File: config.mk
export PLATFORM = sky130hd
export DESIGN_NAME = lcc_top
export DESIGN_NICKNAME = d
export VERILOG_FILES = /design/src/verilog/lcc_pkg.sv /design/src/verilog/lcc_ch_if.sv /design/src/verilog/lcc_chan.sv /design/src/verilog/lcc_top.sv
export SDC_FILE = /design/constraint.sdc
export NUM_CORES = 1
export LEC_CHECK = 0
export ABC_AREA = 1
export CAP_MARGIN = 20
export CORE_MARGIN = 4
export CORE_UTILIZATION = 35
export CTS_CLUSTER_DIAMETER = 80
export DETAILED_ROUTE_END_ITERATION = 6
export DONT_BUFFER_PORTS = 1
export PLACE_DENSITY = 0.48
export SYNTH_ARGS = -nofsm -noshare
export SYNTH_HDL_FRONTEND = slang
export SYNTH_HIERARCHICAL = 1
export SYNTH_SLANG_ARGS = --single-unit
File: constraint.sdc
create_clock -name I_MCLK -period 1.6 [get_ports I_MCLK]
set_clock_uncertainty 0.15 [all_clocks]
set_input_delay 0.08 -clock I_MCLK [delete_from_list [all_inputs] [get_ports I_MCLK]]
set_output_delay 0.08 -clock I_MCLK [all_outputs]
set_load 0.005 [all_outputs]
File: src/verilog/lcc_pkg.sv
// Constants, field layout and state types of the line-chip control block.
// Assumes a 100 MHz master clock and a 32-bit APB register bus.
package lcc_pkg;
	// Clock and timing
	localparam int CLK_MHZ       = 100;
	localparam int HOLD_NS       = 20000;
	localparam int PD_HOLD_NS    = 200;
	localparam int DEB_STEP_US   = 1000;
	localparam int TMR_W         = 24;
	localparam int HOLD_CYC_I    = (HOLD_NS * CLK_MHZ + 999) / 1000;
	localparam int PD_HOLD_CYC_I = (PD_HOLD_NS * CLK_MHZ + 999) / 1000;
	localparam int DEB_STEP_CYC  = DEB_STEP_US * CLK_MHZ;
	localparam logic [TMR_W-1:0] HOLD_CYC    = TMR_W'(HOLD_CYC_I);
	localparam logic [TMR_W-1:0] PD_HOLD_CYC = TMR_W'(PD_HOLD_CYC_I);
	localparam logic [TMR_W-1:0] TMR_ONE     = 24'h000001;
	localparam logic [TMR_W-1:0] TMR_ZERO    = 24'h000000;

	// Register byte offsets
	localparam int          ADDR_W   = 12;
	localparam logic [11:0] OFF_MODE = 12'h000;
	localparam logic [11:0] OFF_DEBT = 12'h004;
	localparam logic [11:0] OFF_LC1  = 12'h008;
	localparam logic [11:0] OFF_LC2  = 12'h00C;

	// basic_mode_reg fields
	localparam int MODE_CH1_ACT = 0;
	localparam int MODE_CH2_ACT = 1;
	localparam int MODE_A_LAW_SEL    = 2;
	localparam int MODE_LIN     = 3;
	// chN_line_control fields
	localparam int LC_STATE_LSB = 5;
	localparam int LC_AUXSW     = 4;
	localparam int LC_BATT      = 3;
	localparam int LC_EVSEL     = 2;
	localparam int LC_EVSTAT    = 1;
	// debounce_timer_reg fields, four bits per channel
	localparam int DEBT_CH1_LSB = 0;
	localparam int DEBT_CH2_LSB = 4;

	// Reset values
	localparam logic [7:0] MODE_RST = 8'h00;
	localparam logic [7:0] DEBT_RST = 8'h00;
	localparam logic [7:0] LC_RST   = 8'h00;
	localparam logic [3:0] MULT_ONE = 4'h1;

	// Power-save slot codes
	localparam logic [7:0]  MU_IDLE  = 8'hFF;
	localparam logic [7:0]  A_IDLE   = 8'hD5;
	localparam logic [13:0] LIN_IDLE = 14'h0000;
	localparam logic [5:0]  PAD8     = 6'h00;

	typedef enum logic [1:0] {
		LCC_DB_HIGH = 2'b00,
		LCC_DB_WAIT = 2'b01,
		LCC_DB_LOW  = 2'b11
	} lcc_db_t;
endpackage

File: src/verilog/lcc_ch_if.sv
// Signals between the control top and one per-channel timer unit.
// Assumes both ends run on the same master clock.
`timescale 1ns/1ps
interface lcc_ch_if;
	logic       power_down;
	logic       evsel_bit;
	logic [3:0] deb_bits;
	logic       event_in_n;
	logic       evsel_out;
	logic       event_status;

	modport ctl  (output power_down, evsel_bit, deb_bits, event_in_n,
	              input  evsel_out, event_status);
	modport chan (input  power_down, evsel_bit, deb_bits, event_in_n,
	              output evsel_out, event_status);
endinterface

File: src/verilog/lcc_chan.sv
// Per-channel event-select hold timer and event-input debounce.
// Assumes event_in_n is already synchronised to the master clock.
`timescale 1ns/1ps
module lcc_chan #(
	parameter int unsigned DEB_STEP_CYC = lcc_pkg::DEB_STEP_CYC
) (
	input  wire logic i_clk,
	input  wire logic i_rst_n,
	input  wire logic i_ce,
	lcc_ch_if.chan    ch
);
	typedef struct packed {
		logic [lcc_pkg::TMR_W-1:0] hold_cnt;
		logic                      evsel_tgt;
		logic                      evsel_out;
		logic [lcc_pkg::TMR_W-1:0] deb_cnt;
		logic [3:0]                deb_mult;
		lcc_pkg::lcc_db_t          db;
		logic                      status;
	} lcc_chan_st_t;

	localparam logic [lcc_pkg::TMR_W-1:0] STEP_M1 = lcc_pkg::TMR_W'(DEB_STEP_CYC - 1);
	localparam lcc_chan_st_t ST_RST = '{lcc_pkg::TMR_ZERO, 1'b0, 1'b0, lcc_pkg::TMR_ZERO,
	                                    4'h0, lcc_pkg::LCC_DB_HIGH, 1'b1};

	lcc_chan_st_t st_r;
	lcc_chan_st_t st_nxt;

	always_comb begin
		st_nxt = st_r;
		// Each new bit value restarts the hold; short hold in power-down
		if (ch.evsel_bit != st_r.evsel_tgt) begin
			st_nxt.evsel_tgt = ch.evsel_bit;
			st_nxt.hold_cnt  = ch.power_down ? lcc_pkg::PD_HOLD_CYC - lcc_pkg::TMR_ONE
			                                 : lcc_pkg::HOLD_CYC - lcc_pkg::TMR_ONE;
		end else if (st_r.hold_cnt != lcc_pkg::TMR_ZERO) begin
			st_nxt.hold_cnt = st_r.hold_cnt - lcc_pkg::TMR_ONE;
		end else begin
			st_nxt.evsel_out = st_r.evsel_tgt;
		end

		unique case (st_r.db)
			lcc_pkg::LCC_DB_HIGH: begin
				if (!ch.event_in_n) begin
					if (ch.power_down || ch.deb_bits == 4'h0) begin
						st_nxt.status = 1'b0;
						st_nxt.db     = lcc_pkg::LCC_DB_LOW;
					end else begin
						st_nxt.db       = lcc_pkg::LCC_DB_WAIT;
						st_nxt.deb_mult = ch.deb_bits;
						st_nxt.deb_cnt  = STEP_M1;
					end
				end
			end
			lcc_pkg::LCC_DB_WAIT: begin
				// A glitch that ends before the period leaves the bit set
				if (ch.event_in_n) begin
					st_nxt.db = lcc_pkg::LCC_DB_HIGH;
				end else if (ch.power_down) begin
					st_nxt.status = 1'b0;
					st_nxt.db     = lcc_pkg::LCC_DB_LOW;
				end else if (st_r.deb_cnt != lcc_pkg::TMR_ZERO) begin
					st_nxt.deb_cnt = st_r.deb_cnt - lcc_pkg::TMR_ONE;
				end else if (st_r.deb_mult > lcc_pkg::MULT_ONE) begin
					st_nxt.deb_mult = st_r.deb_mult - lcc_pkg::MULT_ONE;
					st_nxt.deb_cnt  = STEP_M1;
				end else begin
					st_nxt.status = 1'b0;
					st_nxt.db     = lcc_pkg::LCC_DB_LOW;
				end
			end
			lcc_pkg::LCC_DB_LOW: begin
				// Rising edge is never debounced
				if (ch.event_in_n) begin
					st_nxt.status = 1'b1;
					st_nxt.db     = lcc_pkg::LCC_DB_HIGH;
				end
			end
			default: begin
				st_nxt.status = 1'b1;
				st_nxt.db     = lcc_pkg::LCC_DB_HIGH;
			end
		endcase
	end

	always_ff @(posedge i_clk or negedge i_rst_n) begin
		if (!i_rst_n) begin
			st_r <= ST_RST;
		end else if (i_ce) begin
			st_r <= st_nxt;
		end
	end

	assign ch.evsel_out    = st_r.evsel_out;
	assign ch.event_status = st_r.status;
endmodule // lcc_chan

File: src/verilog/lcc_top.sv
// Line-chip control port and power-state logic for two channels, APB slave.
// Assumes an APB3 master on the master clock; pin inputs are asynchronous.
//
// Summary of operation
// - Power-down stops both channels; registers kept and still accessible.
// - Power-down overrides per-channel power-save settings.
// - Reset low returns every control register to its default.
// - In power-down the serial transmit output is released to high impedance.
// - 8-bit mode power-save slot sends 0xFF mu-law or 0xD5 A-law.
// - Linear mode power-save slot sends all zeros whatever the law.
// - Idle channel analog outputs released; grounds off when both idle.
// - Three line-chip state outputs follow bits 7..5 of line control.
// - Event select follows its bit after 20 us, or 200 ns in power-down.
// - Battery choice output follows line control bit 3.
// - Auxiliary switch output follows line control bit 4, low means on.
// - Line-chip pins and event input keep working during power-down.
// - Event input mirrors into line control status bit 1.
// - Falling event input is debounced by a programmed period first.
// - Power-down bypasses the event debounce.
// - Mode bits 1 and 0 enable channels 2 and 1; zero is power-save.
// - Linear code select makes the companding-law bit irrelevant.
//
// Register access over APB and the register addresses were chosen for this implementation.
`timescale 1ns/1ps
module lcc_top #(
	parameter int unsigned DEB_STEP_CYC = lcc_pkg::DEB_STEP_CYC
) (
	input  wire logic        I_MCLK,
	input  wire logic        I_RESETN,
	input  wire logic        I_CE,
	input  wire logic        I_PSEL,
	input  wire logic        I_PENABLE,
	input  wire logic        I_PWRITE,
	input  wire logic [11:0] I_PADDR,
	input  wire logic [31:0] I_PWDATA,
	output logic      [31:0] O_PRDATA,
	output logic             O_PREADY,
	output logic             O_PSLVERR,
	input  wire logic        I_POWER_DOWN_N,
	input  wire logic        I_CH1_EVENT_IN_N,
	input  wire logic        I_CH2_EVENT_IN_N,
	input  wire logic [13:0] I_CH1_TX_DATA,
	input  wire logic [13:0] I_CH2_TX_DATA,
	output logic      [2:0]  O_CH1_SLIC_STATE,
	output logic      [2:0]  O_CH2_SLIC_STATE,
	output logic             O_CH1_SLIC_EVENT_SELECT,
	output logic             O_CH2_SLIC_EVENT_SELECT,
	output logic             O_CH1_BATTERY_CHOICE,
	output logic             O_CH2_BATTERY_CHOICE,
	output logic             O_CH1_AUX_SWITCH_N,
	output logic             O_CH2_AUX_SWITCH_N,
	output logic      [13:0] O_CH1_SLOT_DATA,
	output logic      [13:0] O_CH2_SLOT_DATA,
	output logic             O_SERIAL_TX_OUT_OE_N,
	output logic             O_CH1_TX_AMP_OUT_EN,
	output logic             O_CH2_TX_AMP_OUT_EN,
	output logic             O_CH1_RECEIVE_ANALOG_OUT_EN,
	output logic             O_CH2_RECEIVE_ANALOG_OUT_EN,
	output logic             O_SIGNAL_GROUND_OUT_EN,
	output logic             O_INTERNAL_GROUND_REF_ACTIVE
);
	typedef struct packed {
		logic             pd_s1;
		logic             pd_s2;
		logic [1:0]       ev_s1;
		logic [1:0]       ev_s2;
		logic [7:0]       mode;
		logic [7:0]       debt;
		logic [1:0][7:0]  lc;
		logic [31:0]      prdata;
		logic [1:0][13:0] slot;
		logic             tx_oe_n;
		logic [1:0]       an_en;
		logic             gnd_en;
		logic             ref_act;
	} lcc_top_st_t;

	// Power-down assumed until the pin has been sampled; outputs start released
	localparam lcc_top_st_t ST_RST = '{1'b0, 1'b0, 2'b11, 2'b11, lcc_pkg::MODE_RST,
	                                   lcc_pkg::DEBT_RST, {lcc_pkg::LC_RST, lcc_pkg::LC_RST},
	                                   32'h00000000, {lcc_pkg::LIN_IDLE, lcc_pkg::LIN_IDLE},
	                                   1'b1, 2'b00, 1'b0, 1'b0};

	lcc_top_st_t st_r;
	lcc_top_st_t st_nxt;
	logic        pd_w;
	logic        apb_setup;
	logic        apb_wr;
	logic        hit_w;
	logic [1:0]  status_w;
	logic [1:0]  evsel_w;
	logic [1:0]  ch_on_w;

	lcc_ch_if ch_if [2] ();

	function automatic logic addr_hit(input logic [11:0] a);
		addr_hit = (a == lcc_pkg::OFF_MODE) || (a == lcc_pkg::OFF_DEBT) ||
		           (a == lcc_pkg::OFF_LC1) || (a == lcc_pkg::OFF_LC2);
	endfunction

	assign pd_w      = !st_r.pd_s2;
	assign apb_setup = I_PSEL && !I_PENABLE;
	assign apb_wr    = I_PSEL && I_PENABLE && I_PWRITE;
	assign hit_w     = addr_hit(I_PADDR);
	// Mode bit per channel, forced off by power-down
	assign ch_on_w   = st_r.mode[lcc_pkg::MODE_CH2_ACT:lcc_pkg::MODE_CH1_ACT]
	                   & {2{!pd_w}};

	genvar g;
	generate
		for (g = 0; g < 2; g++) begin : g_ch
			localparam int DLSB = (g == 0) ? lcc_pkg::DEBT_CH1_LSB : lcc_pkg::DEBT_CH2_LSB;
			assign ch_if[g].power_down = pd_w;
			assign ch_if[g].evsel_bit  = st_r.lc[g][lcc_pkg::LC_EVSEL];
			assign ch_if[g].deb_bits   = st_r.debt[DLSB +: 4];
			assign ch_if[g].event_in_n = st_r.ev_s2[g];
			assign status_w[g]         = ch_if[g].event_status;
			assign evsel_w[g]          = ch_if[g].evsel_out;
			lcc_chan #(
				.DEB_STEP_CYC (DEB_STEP_CYC)
			) u_chan (
				.i_clk   (I_MCLK),
				.i_rst_n (I_RESETN),
				.i_ce    (I_CE),
				.ch      (ch_if[g])
			);
		end
	endgenerate

	always_comb begin
		st_nxt = st_r;
		// Pin synchronisers
		st_nxt.pd_s1 = I_POWER_DOWN_N;
		st_nxt.pd_s2 = st_r.pd_s1;
		st_nxt.ev_s1 = {I_CH2_EVENT_IN_N, I_CH1_EVENT_IN_N};
		st_nxt.ev_s2 = st_r.ev_s1;

		// Register access stays alive in every power state
		if (apb_wr) begin
			case (I_PADDR)
				lcc_pkg::OFF_MODE: st_nxt.mode  = I_PWDATA[7:0];
				lcc_pkg::OFF_DEBT: st_nxt.debt  = I_PWDATA[7:0];
				lcc_pkg::OFF_LC1:  st_nxt.lc[0] = I_PWDATA[7:0];
				lcc_pkg::OFF_LC2:  st_nxt.lc[1] = I_PWDATA[7:0];
				default:           st_nxt.mode  = st_r.mode;
			endcase
		end
		// Read data taken in setup so it stands through the access phase
		if (apb_setup) begin
			case (I_PADDR)
				lcc_pkg::OFF_MODE: st_nxt.prdata = {24'h000000, st_r.mode};
				lcc_pkg::OFF_DEBT: st_nxt.prdata = {24'h000000, st_r.debt};
				lcc_pkg::OFF_LC1:  st_nxt.prdata = {24'h000000, st_r.lc[0][7:2],
				                                    status_w[0], 1'b0};
				lcc_pkg::OFF_LC2:  st_nxt.prdata = {24'h000000, st_r.lc[1][7:2],
				                                    status_w[1], 1'b0};
				default:           st_nxt.prdata = 32'h00000000;
			endcase
		end

		// Transmit slot contents; power-save channels send the idle code
		for (int c = 0; c < 2; c++) begin
			if (ch_on_w[c]) begin
				st_nxt.slot[c] = (c == 0) ? I_CH1_TX_DATA : I_CH2_TX_DATA;
			end else if (st_r.mode[lcc_pkg::MODE_LIN]) begin
				st_nxt.slot[c] = lcc_pkg::LIN_IDLE;
			end else if (st_r.mode[lcc_pkg::MODE_A_LAW_SEL]) begin
				st_nxt.slot[c] = {lcc_pkg::PAD8, lcc_pkg::A_IDLE};
			end else begin
				st_nxt.slot[c] = {lcc_pkg::PAD8, lcc_pkg::MU_IDLE};
			end
		end

		// Serial output stays driven in power-save, released only in power-down; analog outputs follow the channel enables
		st_nxt.tx_oe_n = pd_w;
		st_nxt.an_en   = ch_on_w;
		st_nxt.gnd_en  = |ch_on_w;
		st_nxt.ref_act = |ch_on_w;
	end

	always_ff @(posedge I_MCLK or negedge I_RESETN) begin
		if (!I_RESETN) begin
			st_r <= ST_RST;
		end else if (I_CE) begin
			st_r <= st_nxt;
		end
	end

	assign O_PRDATA  = st_r.prdata;
	assign O_PREADY  = 1'b1;
	assign O_PSLVERR = I_PSEL && I_PENABLE && !hit_w;

	// Line-chip pins come from register flops, event select from the hold timer (shorter in power-down); all work in any power state
	assign O_CH1_SLIC_STATE        = st_r.lc[0][lcc_pkg::LC_STATE_LSB +: 3];
	assign O_CH2_SLIC_STATE        = st_r.lc[1][lcc_pkg::LC_STATE_LSB +: 3];
	assign O_CH1_SLIC_EVENT_SELECT = evsel_w[0];
	assign O_CH2_SLIC_EVENT_SELECT = evsel_w[1];
	assign O_CH1_BATTERY_CHOICE    = st_r.lc[0][lcc_pkg::LC_BATT];
	assign O_CH2_BATTERY_CHOICE    = st_r.lc[1][lcc_pkg::LC_BATT];
	assign O_CH1_AUX_SWITCH_N      = st_r.lc[0][lcc_pkg::LC_AUXSW];
	assign O_CH2_AUX_SWITCH_N      = st_r.lc[1][lcc_pkg::LC_AUXSW];

	assign O_CH1_SLOT_DATA              = st_r.slot[0];
	assign O_CH2_SLOT_DATA              = st_r.slot[1];
	assign O_SERIAL_TX_OUT_OE_N         = st_r.tx_oe_n;
	assign O_CH1_TX_AMP_OUT_EN          = st_r.an_en[0];
	assign O_CH2_TX_AMP_OUT_EN          = st_r.an_en[1];
	assign O_CH1_RECEIVE_ANALOG_OUT_EN  = st_r.an_en[0];
	assign O_CH2_RECEIVE_ANALOG_OUT_EN  = st_r.an_en[1];
	assign O_SIGNAL_GROUND_OUT_EN       = st_r.gnd_en;
	assign O_INTERNAL_GROUND_REF_ACTIVE = st_r.ref_act;
endmodule // lcc_top

==> results_dict.tcl <==
set metrics [dict create \
    wl_per_cell_um 15.6 \
    synthCells 1679 \
    synth_edf_count 0 \
    rrSetupSlack_ps -330 \
    crit_type "reg -> reg" \
    drv_slew 0 \
    required_ps 1800 \
    hpwl_mm 26.1 \
    crit_buf_inv 4 \
    clockBufferDepth 2 \
    grt_overflow 0 \
    crit_chain "inv_2, ha_4, nand2_2, nor2_2, nand4_1, nor2_4, buf_12, nor2_8, buf_12, buf_8, nand2_2, nand2_2" \
    post-route-period-util 1.21 \
    die_w_um 195 \
    drc 0 \
    max_freq_mhz 518 \
    slowest_stage "dfrtp_1" \
    rows 68 \
    status "finished, violations left" \
    coreArea_sq_um 34500 \
    yosys_warnings 6 \
    worst_slew_pin_slew_ps 540 \
    antenna_left 0 \
    crit_arrival_ps 2130 \
    placed_cell_area_sq_um 14400 \
    hold_viol 232 \
    syn2layout_area_growth_pct 46.3 \
    die-area_sq_um 37900 \
    finalInstanceArea_sq_um 17800 \
    root_buffer "clkbuf_16" \
    hold-worst-slack_ps -824 \
    grt_usage 0.201 \
    grt_pass1_vias 11800 \
    fill_cells 3226 \
    drive_gt1_frac 0.391 \
    ys.flop_type "dfrtp_1" \
    die_h_um 195 \
    grt_antenna_before_repair 0 \
    relSlewSlack 0.640 \
    firstDrtPassIters 5 \
    critPathMostFrequentCell "nand2_2" \
    synthesis.area_sq_um 12200 \
    worstReg2RegEnd "g_ch[0].u_chan/st_r[38]" \
    antenna_cells 0 \
    critPathMaxStageDelay_ps 400 \
    period_minus_slack_ps 1930 \
    insertion_delay_ps 460 \
    cts_tree "built" \
    cp-start-kind "flop" \
    grt_pass1_wl_mm 61.9 \
    peakVddDrop_uv 778 \
    cp_top_family "simple AND/OR/NAND/NOR gates" \
    portBuffers 0 \
    routed_wirelength_mm 39.2 \
    powerDensity_nw_per_um2 1330 \
    finalSetupViolations 113 \
    grt_setup_unrepaired "true" \
    cp-end-kind "flop" \
    htree_levels 4 \
    vias_per_cell 4.84 \
    fin_util 0.517 \
    vias 12100 \
    yosys_register_bits 188 \
    hold_path_class "in -> async" \
    grt_max_degree 189 \
    timing.rr.start "g_ch[0].u_chan/st_r[33]" \
    clock_sinks 188 \
    p_leak_nw 8.84 \
    drtIter0Drc 647 \
    cts_buffers 17 \
    initial_core_util 0.354 \
    place_congestion 0.861 \
    num-nets-final 2133 \
    yosysSeqAreaShare 0.387 \
    fin_ws_ps -331 \
    clkSlewWorstSetupHoldPaths_ps 80 \
    worstRegToRegCells 12 \
    io_pins 162 \
    crit_fanout 5 \
    synth_area_per_cell_sq_um 7.26 \
    violations "hold timing, setup timing" \
    cap_violations 0 \
    async_flop_share 1.00 \
    synth_cell_types 45 \
]
-- power breakdown --
group / switching (mW) / leakage [nW] / total, mW / internal [mW]
Sequential: 0.816 / 2.45 / 6.49 / 5.68
Combinational: 6.83 / 6.11 / 12.9 / 6.02
Clock: 2.28 / 0.281 / 4.38 / 2.11
-- logic make-up after synthesis --
kind of cell             count (synthesis)  share of synthesized area
AND/OR/NAND/NOR                       1014                      0.373
buffers and inverters                  254                      0.117
flip-flops                             188                      0.387
AO/OA/AOI/OAI                          183                     0.0913
XOR/XNOR                                26                     0.0187
adder cells (fa/ha/maj)                 12                     0.0123
other                                    2                   0.000616
-- synth_stat cells (2+ instances only) --
master / instances / area [sq um]
nand2_4: 4 / 45.0
o21a_1: 6 / 45.0
buf_6: 11 / 124
buf_2: 12 / 60.1
nor2_4: 17 / 191
nor2_1: 224 / 841
dfrtp_1: 181 / 4530
clkbuf_1: 9 / 33.8
nand3b_1: 2 / 15.0
xnor2_1: 5 / 43.8
ha_1: 12 / 150
inv_1: 131 / 492
o21ai_0: 70 / 350
a21oi_1: 19 / 95.1
nor2_2: 17 / 106
or2_2: 3 / 18.8
o21bai_1: 8 / 60.1
a22o_1: 12 / 105
xor2_1: 21 / 184
nand4_1: 47 / 294
nand4_4: 2 / 42.5
dfstp_2: 7 / 184
buf_4: 74 / 556
conb_1: 2 / 7.51
nor3_1: 5 / 25.0
nand2_2: 17 / 106
nor2_8: 3 / 60.1
o21ai_2: 27 / 236
nand2_1: 513 / 1930
nand4_2: 2 / 25.0
nand3_1: 149 / 746
a21oi_2: 2 / 17.5
buf_12: 4 / 80.1
nand3_2: 5 / 50.1
o21ai_1: 38 / 190
inv_2: 9 / 33.8
-- stage by stage --
stage | instances | TNS, ps | worst slack [ps] | power [mW]
after detailed placement | 2334 | -26470 | -557 | 16.5
final | 2508 | -21000 | -331 | 23.7
after global placement | 2334 | -25610 | -541 | 16.4
after floorplan | 1702 | -2160 | -70.2 | 12.1
after global routing | 2508 | -31270 | -383 | 25.4
after CTS | 2482 | -22290 | -264 | 22.4
-- final cells by class --
cell class / count / area, sq um / share of cell area
clock buffer: 17 / 425 / 0.0239
clock inverter: 15 / 173 / 0.00969
inverter: 141 / 549 / 0.0308
multi-input combinational: 1263 / 7430 / 0.417
sequential: 188 / 4710 / 0.265
tap: 455 / 569 / 0.0319
timing repair buffer: 426 / 3920 / 0.220
timing repair inverter: 3 / 38.8 / 0.00218
-- cell usage in the layout (no fill, tap or decap), drive strengths merged --
master / count
xnor2: 5
clkinvlp: 3
and2: 1
o21ai: 135
dfstp: 7
o21a: 6
clkbuf: 20
nor3: 7
nand4: 51
clkinv: 7
nor2: 264
dlymetal6s4s: 3
nand3: 154
a22o: 12
nand3b: 2
dlygate4sd3: 60
dfrtp: 181
or2: 3
inv: 149
a21oi: 21
conb: 25
buf: 360
ha: 12
a22oi: 1
o21bai: 8
xor2: 21
nand2: 535
-- routing by layer --
metal  up-vias  track usage  part of all wire
met5         -            0                 0
met4         0       0.0466             0.015
met3        40       0.0426             0.053
met2       278        0.324              0.47
met1      5792        0.277              0.46
li1       6034            -                 -
-- worst max-delay path by stage --
stage	endpoint	from	depth (start not counted)	slack, ps
floorplan	g_ch[0].u_chan/st_r[43]	g_ch[0].u_chan/st_r[33]	10	-70
global route	g_ch[0].u_chan/st_r[38]	g_ch[0].u_chan/st_r[33]	12	-380
global placement	g_ch[0].u_chan/st_r[6]	g_ch[0].u_chan/st_r[3]	11	-540
finish	g_ch[0].u_chan/st_r[38]	g_ch[0].u_chan/st_r[33]	12	-330
CTS	g_ch[0].u_chan/st_r[5]	g_ch[0].u_chan/st_r[8]	13	-260
detailed placement	g_ch[0].u_chan/st_r[30]	g_ch[0].u_chan/st_r[3]	11	-560
-- sequential cells by signal (all words and copies together) (netlist names), 2 cells and up --
| name | cells |
|---|---|
| g_ch.u_chan/st_r | 110 |
| O_CH1_SLOT_DATA | 14 |
| O_CH2_SLOT_DATA | 14 |
| st_r | 9 |
| O_PRDATA | 8 |
| ch_if.deb_bits | 8 |
| O_CH1_SLIC_STATE | 3 |
| O_CH2_SLIC_STATE | 3 |
| st_nxt | 3 |
| ch_if.event_in_n | 2 |
| ch_if.evsel_bit | 2 |
| g_ch.u_chan/ch.event_status | 2 |
| g_ch.u_chan/ch.evsel_out | 2 |
-- worst reg2reg max path, stage by stage, from the launching register on --
cell and delay (ps):
dfrtp_1 400, inv_2 90, ha_4 130, nand2_2 50, nor2_2 80, nand4_1 180, nor2_4 180, buf_12 130
nor2_8 50, buf_12 150, buf_8 140, nand2_2 50, nand2_2 40
-- timing repair --
item	CTS	global route
hold buffers	63	3
setup buffers	38	31
endpoints found under the setup margin	128	124
gates resized for setup	184	230
hold endpoints to repair	287	248
cloned	16	4
pin swaps	67	85
No activity file was read; power rests on OpenSTA's default activity.
